File: src/ssx_consts.svh
// constants for the subtract and swap execution datapath
// How it works
// - the immediate-minus-accumulator opcode (11 110x, x ignored) writes the 8-bit difference into the accumulator.
// - the file-minus-accumulator opcode (00 0010 d fffffff) takes the addressed file register minus the accumulator.
// - for that opcode a clear destination bit sends the result to the accumulator, a set one to the file register.
// - both subtractions update carry (set when no borrow), digit carry (set when no nibble borrow) and zero.
`ifndef SSX_CONSTS_SVH
`define SSX_CONSTS_SVH
`define SSX_OP_SUBL_PAT   5'h1e
`define SSX_OP_SUBF_PAT   6'h02
`define SSX_OP_SWAP_PAT   6'h0e
`define SSX_DEST_BIT      7
`define SSX_ACC_RESET     8'h00
`define SSX_FLAG_RESET    1'b0
`endif

File: src/ssx_pkg.sv
// types for the subtract and swap execution datapath
package ssx_pkg;
    typedef logic [13:0] ssx_instr_t;
    typedef logic [7:0]  ssx_byte_t;
    typedef logic [6:0]  ssx_addr_t;
endpackage

File: src/ssx_execute.sv
// execution datapath: subtract from literal, subtract from file, nibble swap
//
// Local design decisions: the register addresses and the address-and-strobe port.
`timescale 1ns/1ps
`default_nettype none
`include "ssx_consts.svh"
module ssx_execute (
    input  wire  logic               clock_in,
    input  wire  logic               reset_n_in,
    input  wire  logic               instr_valid_in,
    input  wire  ssx_pkg::ssx_instr_t instr_in,
    input  wire  ssx_pkg::ssx_byte_t  file_rdata_in,
    output logic                     file_we_out,
    output ssx_pkg::ssx_addr_t        file_addr_out,
    output ssx_pkg::ssx_byte_t        file_wdata_out,
    output ssx_pkg::ssx_byte_t        acc_out,
    output logic                     carry_flag_out,
    output logic                     digit_carry_flag_out,
    output logic                     zero_flag_out
);
    import ssx_pkg::*;

    // ----------------------------------------
    // overview
    // ----------------------------------------
    // one instruction is taken at every rising edge at which instr_valid_in is high;
    // its results show in the cycle after that edge, from flip-flops only.
    // the two subtractions share one 9-bit subtractor: the ninth bit of the difference is
    // the borrow, and carry is stored as its inverse, so carry set means no borrow.
    // digit carry is the same idea on the low nibble alone, with a 5-bit subtractor.
    // the nibble swap only rewires the file byte, so it leaves every flag alone.
    // file writes are registered: file_we_out, file_wdata_out and the write address all
    // stand in the cycle after the instruction, which keeps the write port glitch free.
    // trade-off: the file port has one address, so while a write is pending the address
    // points at the written register, and a file-reading instruction issued in that cycle
    // sees the pending value through a bypass when it names the same register.
    // limitation: a file-reading instruction that names another register must not be
    // issued in the write cycle; literal subtracts may follow with no gap.

    // ----------------------------------------
    // decode and arithmetic
    // ----------------------------------------
    ssx_byte_t acc_r, acc_nxt, wdata_r, wdata_nxt;
    ssx_addr_t addr_r, addr_nxt;
    logic      we_r, we_nxt, c_r, c_nxt, dc_r, dc_nxt, z_r, z_nxt;
    logic      is_subl, is_subf, is_swap, dest_file;
    ssx_byte_t opnd, diff;
    ssx_byte_t rdata_eff;
    logic      fwd_hit;
    logic [8:0] wide;
    logic [4:0] low;

    // operand is the literal or the file data; file port addressed combinationally
    always_comb
    begin
        is_subl   = instr_valid_in && (instr_in[13:9] == `SSX_OP_SUBL_PAT);
        is_subf   = instr_valid_in && (instr_in[13:8] == `SSX_OP_SUBF_PAT);
        is_swap   = instr_valid_in && (instr_in[13:8] == `SSX_OP_SWAP_PAT);
        dest_file = instr_in[`SSX_DEST_BIT];
        // bypass: the memory still holds the old byte while our own write is pending
        fwd_hit   = we_r && (instr_in[6:0] == addr_r);
        rdata_eff = fwd_hit ? wdata_r : file_rdata_in;
        opnd      = is_subl ? instr_in[7:0] : rdata_eff;
        // a ninth bit captures the borrow; carry is its inverse
        wide      = {1'b0, opnd} - {1'b0, acc_r};
        low       = {1'b0, opnd[3:0]} - {1'b0, acc_r[3:0]};
        diff      = wide[7:0];
    end

    // ----------------------------------------
    // file port address
    // ----------------------------------------
    // the read address follows the instruction, except in the cycle of a pending write,
    // where the memory must see the address that the write belongs to
    assign file_addr_out = we_r ? addr_r : instr_in[6:0];

    // next-state of accumulator, flags and file write
    always_comb
    begin
        acc_nxt   = acc_r;
        c_nxt     = c_r;
        dc_nxt    = dc_r;
        z_nxt     = z_r;
        we_nxt    = 1'b0;
        wdata_nxt = wdata_r;
        addr_nxt  = addr_r;
        // both subtractions load all three flags, whatever the destination
        if (is_subl || is_subf)
        begin
            c_nxt  = ~wide[8];
            dc_nxt = ~low[4];
            z_nxt  = (diff == 8'h00);
            if (is_subf && dest_file)
            begin
                we_nxt    = 1'b1;
                wdata_nxt = diff;
                addr_nxt  = instr_in[6:0];
            end
            else
            begin
                acc_nxt = diff;
            end
        end
        // the swap touches no flag, so the flag defaults above carry through
        else if (is_swap)
        begin
            if (dest_file)
            begin
                we_nxt    = 1'b1;
                wdata_nxt = {rdata_eff[3:0], rdata_eff[7:4]};
                addr_nxt  = instr_in[6:0];
            end
            else
            begin
                acc_nxt = {rdata_eff[3:0], rdata_eff[7:4]};
            end
        end
    end

    // ----------------------------------------
    // state registers
    // ----------------------------------------
    // synchronous reset only; every register loads on every edge
    always_ff @(posedge clock_in)
    begin
        if (!reset_n_in)
        begin
            acc_r   <= `SSX_ACC_RESET;
            c_r     <= `SSX_FLAG_RESET;
            dc_r    <= `SSX_FLAG_RESET;
            z_r     <= `SSX_FLAG_RESET;
            we_r    <= 1'b0;
            wdata_r <= 8'h00;
            addr_r  <= 7'h00;
        end
        else
        begin
            acc_r   <= acc_nxt;
            c_r     <= c_nxt;
            dc_r    <= dc_nxt;
            z_r     <= z_nxt;
            we_r    <= we_nxt;
            wdata_r <= wdata_nxt;
            addr_r  <= addr_nxt;
        end
    end

    // ----------------------------------------
    // outputs
    // ----------------------------------------
    // file write is registered: write lands one cycle after the instruction
    assign file_we_out          = we_r;
    assign file_wdata_out       = wdata_r;
    assign acc_out              = acc_r;
    assign carry_flag_out       = c_r;
    assign digit_carry_flag_out = dc_r;
    assign zero_flag_out        = z_r;

    // ----------------------------------------
    // assertions
    // ----------------------------------------
    // every check looks one edge after the instruction was taken, where the
    // registered results first stand

    // literal subtract lands in the accumulator
    a_subl_acc_result: assert property (@(posedge clock_in) disable iff (!reset_n_in)
        is_subl |=> acc_out == ($past(instr_in[7:0]) - $past(acc_out)))
        else $error("literal subtract result wrong");

    // literal subtract never writes the file
    a_subl_no_write: assert property (@(posedge clock_in) disable iff (!reset_n_in)
        is_subl |=> !file_we_out)
        else $error("literal subtract wrote the file");

    // file destination: write pulse, accumulator kept
    a_subf_file_dest: assert property (@(posedge clock_in) disable iff (!reset_n_in)
        (is_subf && dest_file) |=> file_we_out && acc_out == $past(acc_out))
        else $error("file destination subtract wrong");

    // accumulator destination: no write, difference in the accumulator
    a_subf_acc_dest: assert property (@(posedge clock_in) disable iff (!reset_n_in)
        (is_subf && !dest_file) |=> !file_we_out && acc_out == ($past(rdata_eff) - $past(acc_out)))
        else $error("file subtract to accumulator wrong");

    // a read of the register whose write is still pending takes the pending byte
    a_fwd_operand: assert property (@(posedge clock_in) disable iff (!reset_n_in)
        (is_subf && !dest_file && we_r && instr_in[6:0] == addr_r) |=> acc_out == ($past(wdata_r) - $past(acc_out)))
        else $error("pending write not forwarded");

    // the write pulse carries the address of the instruction that made it
    a_write_addr_held: assert property (@(posedge clock_in) disable iff (!reset_n_in)
        ((is_subf || is_swap) && dest_file) |=> file_addr_out == $past(instr_in[6:0]))
        else $error("file write address wrong");

    // idle or unknown words leave the accumulator and the file alone
    a_idle_quiet: assert property (@(posedge clock_in) disable iff (!reset_n_in)
        (reset_n_in && !is_subl && !is_subf && !is_swap) |=> !file_we_out && $stable(acc_out))
        else $error("idle cycle changed state");

    // carry is the inverse of the borrow
    a_carry_no_borrow: assert property (@(posedge clock_in) disable iff (!reset_n_in)
        (is_subl || is_subf) |=> carry_flag_out == ($past(opnd) >= $past(acc_out)))
        else $error("carry flag wrong");

    // zero follows the stored difference
    a_zero_flag_set: assert property (@(posedge clock_in) disable iff (!reset_n_in)
        (is_subl || is_subf) |=> zero_flag_out == ($past(opnd) == $past(acc_out)))
        else $error("zero flag wrong");

    // the swap keeps all three flags
    a_swap_flags_kept: assert property (@(posedge clock_in) disable iff (!reset_n_in)
        is_swap |=> $stable(carry_flag_out) && $stable(zero_flag_out) && $stable(digit_carry_flag_out))
        else $error("swap changed flags");

    // swap to the file: nibbles exchanged on the write data
    a_swap_file_data: assert property (@(posedge clock_in) disable iff (!reset_n_in)
        (is_swap && dest_file) |=> file_we_out && file_wdata_out == {$past(rdata_eff[3:0]), $past(rdata_eff[7:4])})
        else $error("swap data wrong");

    // swap to the accumulator: no file write
    a_swap_acc_dest: assert property (@(posedge clock_in) disable iff (!reset_n_in)
        (is_swap && !dest_file) |=> !file_we_out && acc_out == {$past(rdata_eff[3:0]), $past(rdata_eff[7:4])})
        else $error("swap to accumulator wrong");

    // digit carry is the inverse of the low nibble borrow
    a_dc_nibble: assert property (@(posedge clock_in) disable iff (!reset_n_in)
        (is_subl || is_subf) |=> digit_carry_flag_out == ($past(opnd[3:0]) >= $past(acc_out[3:0])))
        else $error("digit carry wrong");
endmodule // ssx_execute
`default_nettype wire

File: config.mk
export PLATFORM = sky130hd
export DESIGN_NAME = ssx_execute
export DESIGN_NICKNAME = d
export VERILOG_FILES = /design/src/ssx_pkg.sv /design/src/ssx_execute.sv
export VERILOG_INCLUDE_DIRS = /design/src
export SDC_FILE = /design/constraint.sdc
export NUM_CORES = 1
export LEC_CHECK = 0
export BUFFER_PORTS_ARGS = -buffer_cell sky130_fd_sc_hd__clkbuf_2
export CELL_PAD_IN_SITES_DETAIL_PLACEMENT = 0
export CELL_PAD_IN_SITES_GLOBAL_PLACEMENT = 1
export CORE_MARGIN = 2
export CORE_UTILIZATION = 34
export CTS_CLUSTER_SIZE = 10
export DETAILED_ROUTE_END_ITERATION = 10
export PLACE_DENSITY = 0.74
export SYNTH_ARGS = -nofsm -noshare
export SYNTH_HDL_FRONTEND = slang
export SYNTH_SLANG_ARGS = --single-unit
export TNS_END_PERCENT = 5
File: constraint.sdc
create_clock -name clock_in -period 3.5 [get_ports clock_in]
set_input_delay 0.875 -clock clock_in [delete_from_list [all_inputs] [get_ports clock_in]]
set_output_delay 0.875 -clock clock_in [all_outputs]
set_load 0.01 [all_outputs]
---- Word-level counts from Yosys, hierarchy flattened ----
Index checks and enable logic that the tools add are counted.
word-level totals
  input bits .............................. 25
  output and inout bits ................... 27
  logic and storage cells ................. 48
  flip-flop bits (word level) ............. 27
cells by class
  bitwise operators ....................... 2
  multiplexer cells ....................... 19
  $add $sub $neg .......................... 2
  equal/unequal tests ..................... 7
  reductions and logical operators ........ 11
operator list
  operator            count
  $mux 8              10
  $mux 7              5
  $sub 8x8->9         1
  $logic_not 8->1     1
  $eq 7x7->1          1
  $eq 6x2->1 const B  1
  $eq 6x4->1 const B  1
  $reduce_and 3->1    2
  $eq 5x5->1 const B  1
  $logic_and 1x1->1   5
  $sub 4x4->5         1
  $mux 1              4
  $ne 2x1->1 const B  2
  $reduce_bool 2->1   2
  $ne 2x2->1 const B  1
  $not 1->1           2
  $logic_or 1x1->1    1

---- Depth between registers and ports, before layout ----
  depth after elaboration ................. 7
  gate-level depth with buffers ........... 15
  mapped depth without buffers ............ 15

---- Worst setup path after synthesis ----
No wires, ideal clock.
  path kind ............................... in2reg
  start ................................... input port instr_in[2]
  end ..................................... register z_r, in the netlist zero_flag_out
  buffers on the path ..................... 0
  setup time .............................. 0.084 ns
  required time ........................... 3.416 ns
  arrival ................................. 3.463 ns
  stages on the path ...................... 14
  setup slack ............................. -0.047 ns
  cells stage by stage .................... xnor2_1 > nand4_1 > nor2_4 > mux2i_1 > nand2_1 > o21ai_0 > ha_1 > inv_1 > fa_1 > a21o_1 > a21oi_1 > xnor2_1 > a2111o_1 > o31ai_2
between the ends
  longest elaborated chain between the ends .. 6
RTL lines
  element               RTL line            source
  from (decl)           ssx_execute.sv:11   input wire ssx_pkg::ssx_instr_t instr_in,
  $eq 7x7->1            ssx_execute.sv:61   fwd_hit = we_r && (instr_in[6:0] == addr_r);
  $logic_and 1x1->1     ssx_execute.sv:61
  $mux 8                ssx_execute.sv:62   rdata_eff = fwd_hit ? wdata_r : file_rdata_in;
  $mux 8 *              ssx_execute.sv:63   opnd = is_subl ? instr_in[7:0] : rdata_eff;
  $sub 8x8->9 *         ssx_execute.sv:65   wide = {1'b0, opnd} - {1'b0, acc_r};
  $logic_not 8->1 *     ssx_execute.sv:92   z_nxt = (diff == 8'h00);
  to (signal assigned)  ssx_execute.sv:131  z_r <= `SSX_FLAG_RESET;
  to (signal assigned)  ssx_execute.sv:141  z_r <= z_nxt;
  to (decl)             ssx_execute.sv:45   logic we_r, we_nxt, c_r, c_nxt, dc_r, dc_nxt, z_r, z_nxt;
Every way passes the cells marked *; elsewhere a longest branch is shown, timed or not.
A chain may end at the register's enable or synchronous reset.

---- Worst setup path in the final report ----
  start ................................... input port instr_in[4]
  end ..................................... register z_r, in the netlist zero_flag_out
Same word-level chain as after synthesis.

==> impl_metrics.json <==
{
  "status": "completed",
  "cellPowerDensity_nw_per_um2": 260,
  "max_slew_margin": 0.217,
  "num_rows": 26,
  "slew_violations": 0,
  "layout.cells.non_filler": 375,
  "fin_crit_sh": 0.981,
  "grt_overflow_total": 0,
  "drv_cap": 0,
  "synth-seq-cells": 27,
  "r2r-start": "addr_r[0]",
  "wl_per_cell_um": 14.1,
  "crit_type": "primary input to flip-flop",
  "synthFlopType": "dfxtp_1",
  "dp_cells": 364,
  "drt_wl_total_um": 5280,
  "htree_levels": 1,
  "area_delta_synth_final_pct": 43.5,
  "r2r_slack_ps": 340,
  "final_antenna_net_count": 0,
  "final_nets": 340,
  "dp_hpwl_um": 4060,
  "fmax_mhz": 291,
  "hold_path_startpoint": "addr_r[1]",
  "die_x_um": 76.9,
  "tightest_slew_ps": 1170,
  "clk_pin_slew_worst_paths_ps": 100,
  "cts_sinks": 27,
  "startpoint_type": "primary input",
  "cts_root_buf": "clkbuf_8",
  "ys_async_sr_fraction": 0,
  "drc": 0,
  "grt_max_degree": 29,
  "cp_max_fo": 3,
  "ctsLongestPathBuffers": 2,
  "synth_edf_count": 0,
  "port_buffers": 51,
  "cp-end-kind": "flip-flop",
  "post-route-min-period_ps": 3430,
  "num_vias": 1850,
  "drive_gt1_frac": 0.423,
  "syn_nets": 255,
  "synth_cell_types": 41,
  "grt_pass1_wl_um": 8560,
  "mostFrequentLayoutCell": "clkbuf_2",
  "diodes": 0,
  "placed_cell_area_um2": 2350,
  "finalInstanceArea_um2": 2590,
  "worstPathRequired_ps": 3700,
  "clkLatencyLatePin_ps": 270,
  "gp_congestion": 0.877,
  "ios": 52,
  "syn_inst": 221,
  "p_leak_nw": 1.08,
  "vias_per_cell": 4.93,
  "yosys_warnings": 0,
  "cts.hold.buffers_added": 0,
  "track_usage": 0.178,
  "syn_area_per_cell_um2": 8.17,
  "drtIter0Drc": 60,
  "dr.pass1.iters": 4,
  "skew_ps": 2.09,
  "cts_tree": "yes",
  "start_util": 0.354,
  "ir_drop_uv": 126,
  "ys_seq_area_frac": 0.299,
  "coreArea_um2": 5110,
  "finalSetupViolCount": 0,
  "crit_arrival_ps": 3630,
  "hp-class": "flip-flop to flip-flop",
  "dieArea_um2": 5910,
  "grt_antenna_before_repair": 0,
  "rsz0062_at_grt": "yes",
  "synthesis.area_um2": 1810,
  "die_h_um": 76.9,
  "startpoint": "instr_in[4]",
  "cts_buffers": 3,
  "first_global_vias": 1816,
  "hold_viol": 0,
  "layout_common_cells": "clkbuf_2 (49), buf_4 (37), dfxtp_1 (27)"
}
-- cells by family after synthesis --
group | share of synthesized area
AND/OR/NAND/NOR | 0.188
AO/OA/AOI/OAI | 0.235
flip-flops | 0.299
buffers and inverters | 0.0457
multiplexers | 0.107
XOR/XNOR | 0.0582
adder cells (fa/ha/maj) | 0.0665
-- layout make-up --
type                            instances  area [µm²]
Inverter                               11        41.3
Fill cell                             517        2520
Sequential cell                        27         541
Tap cell                               70        87.6
Clock buffer                            4        45.0
Timing Repair Buffer                   90         574
Multi-Input combinational cell        173        1300
-- critical path, cell delays in order --
cell,delay [ps]
buf_8,100
xnor2_4,150
nand4_1,170
nor2_4,160
buf_6,120
mux2i_2,220
nand2_1,100
o21ai_2,70
ha_2,200
inv_2,40
fa_2,360
a21o_1,200
a21oi_2,150
xnor2_1,110
a2111o_1,410
o31ai_2,200
-- state kept, by name, indices dropped and copies added, names as in the netlist --
register,flops
file_we_out,1
carry_flag_out,1
zero_flag_out,1
digit_carry_flag_out,1
acc_out,8
file_wdata_out,8
addr_r,7
-- final timing paths --
| check | end | depth (start not counted) |
|---|---|---|
| min | addr_r[1] | 2 |
| min reg2reg | addr_r[1] | 2 |
| max | zero_flag_out | 16 |
| max reg2reg | zero_flag_out | 15 |
-- repair_timing --
| action | CTS | global route |
|---|---|---|
| cloned | 0 | 0 |
| setup endpoints to repair | 5 | 10 |
| gates resized for setup | 13 | 20 |
| setup buffers | 5 | 2 |
| pin swaps | 12 | 19 |
-- per-stage QoR --
| step | utilization | setup TNS, ps | setup slack [ps] | hold slack, ps | total power [mW] |
|---|---|---|---|---|---|
| after floorplan | - | 0 | 49.9 | 458 | 0.398 |
| final | 0.507 | 0 | 67.7 | 486 | 0.673 |
| after detailed placement | 0.461 | -3030 | -412 | 473 | 0.474 |
| after global placement | 0.461 | -2140 | -266 | 469 | 0.474 |
| after CTS | 0.488 | 0 | 2.24 | 487 | 0.667 |
| after global routing | 0.507 | -377 | -90.6 | 500 | 0.710 |
-- metal layers --
metal	GRT usage	vias to the layer above	wire length, µm
met4	0.0436	0	47
met2	0.298	42	2490
li1	-	954	-
met1	0.242	848	2560
met3	0.0235	6	176
met5	0	-	0
-- Yosys cell counts, types with 7 or more instances --
library cell / number / area, µm²
clkbuf_1: 7 / 26.3
nand3_1: 12 / 60.1
mux2_2: 11 / 124
inv_1: 11 / 41.3
o21ai_0: 19 / 95.1
dfxtp_1: 27 / 541
mux2i_1: 7 / 70.1
a21oi_1: 19 / 95.1
xnor2_1: 10 / 87.6
ha_1: 8 / 100
nor2_1: 14 / 52.6
nand2_1: 26 / 97.6
-- where the power goes --
part           internal, mW  switching [mW]
sequential            0.310         0.00246
combinational        0.0908          0.0861
clock                0.0817           0.102
Power figures use the tool's default switching activity.
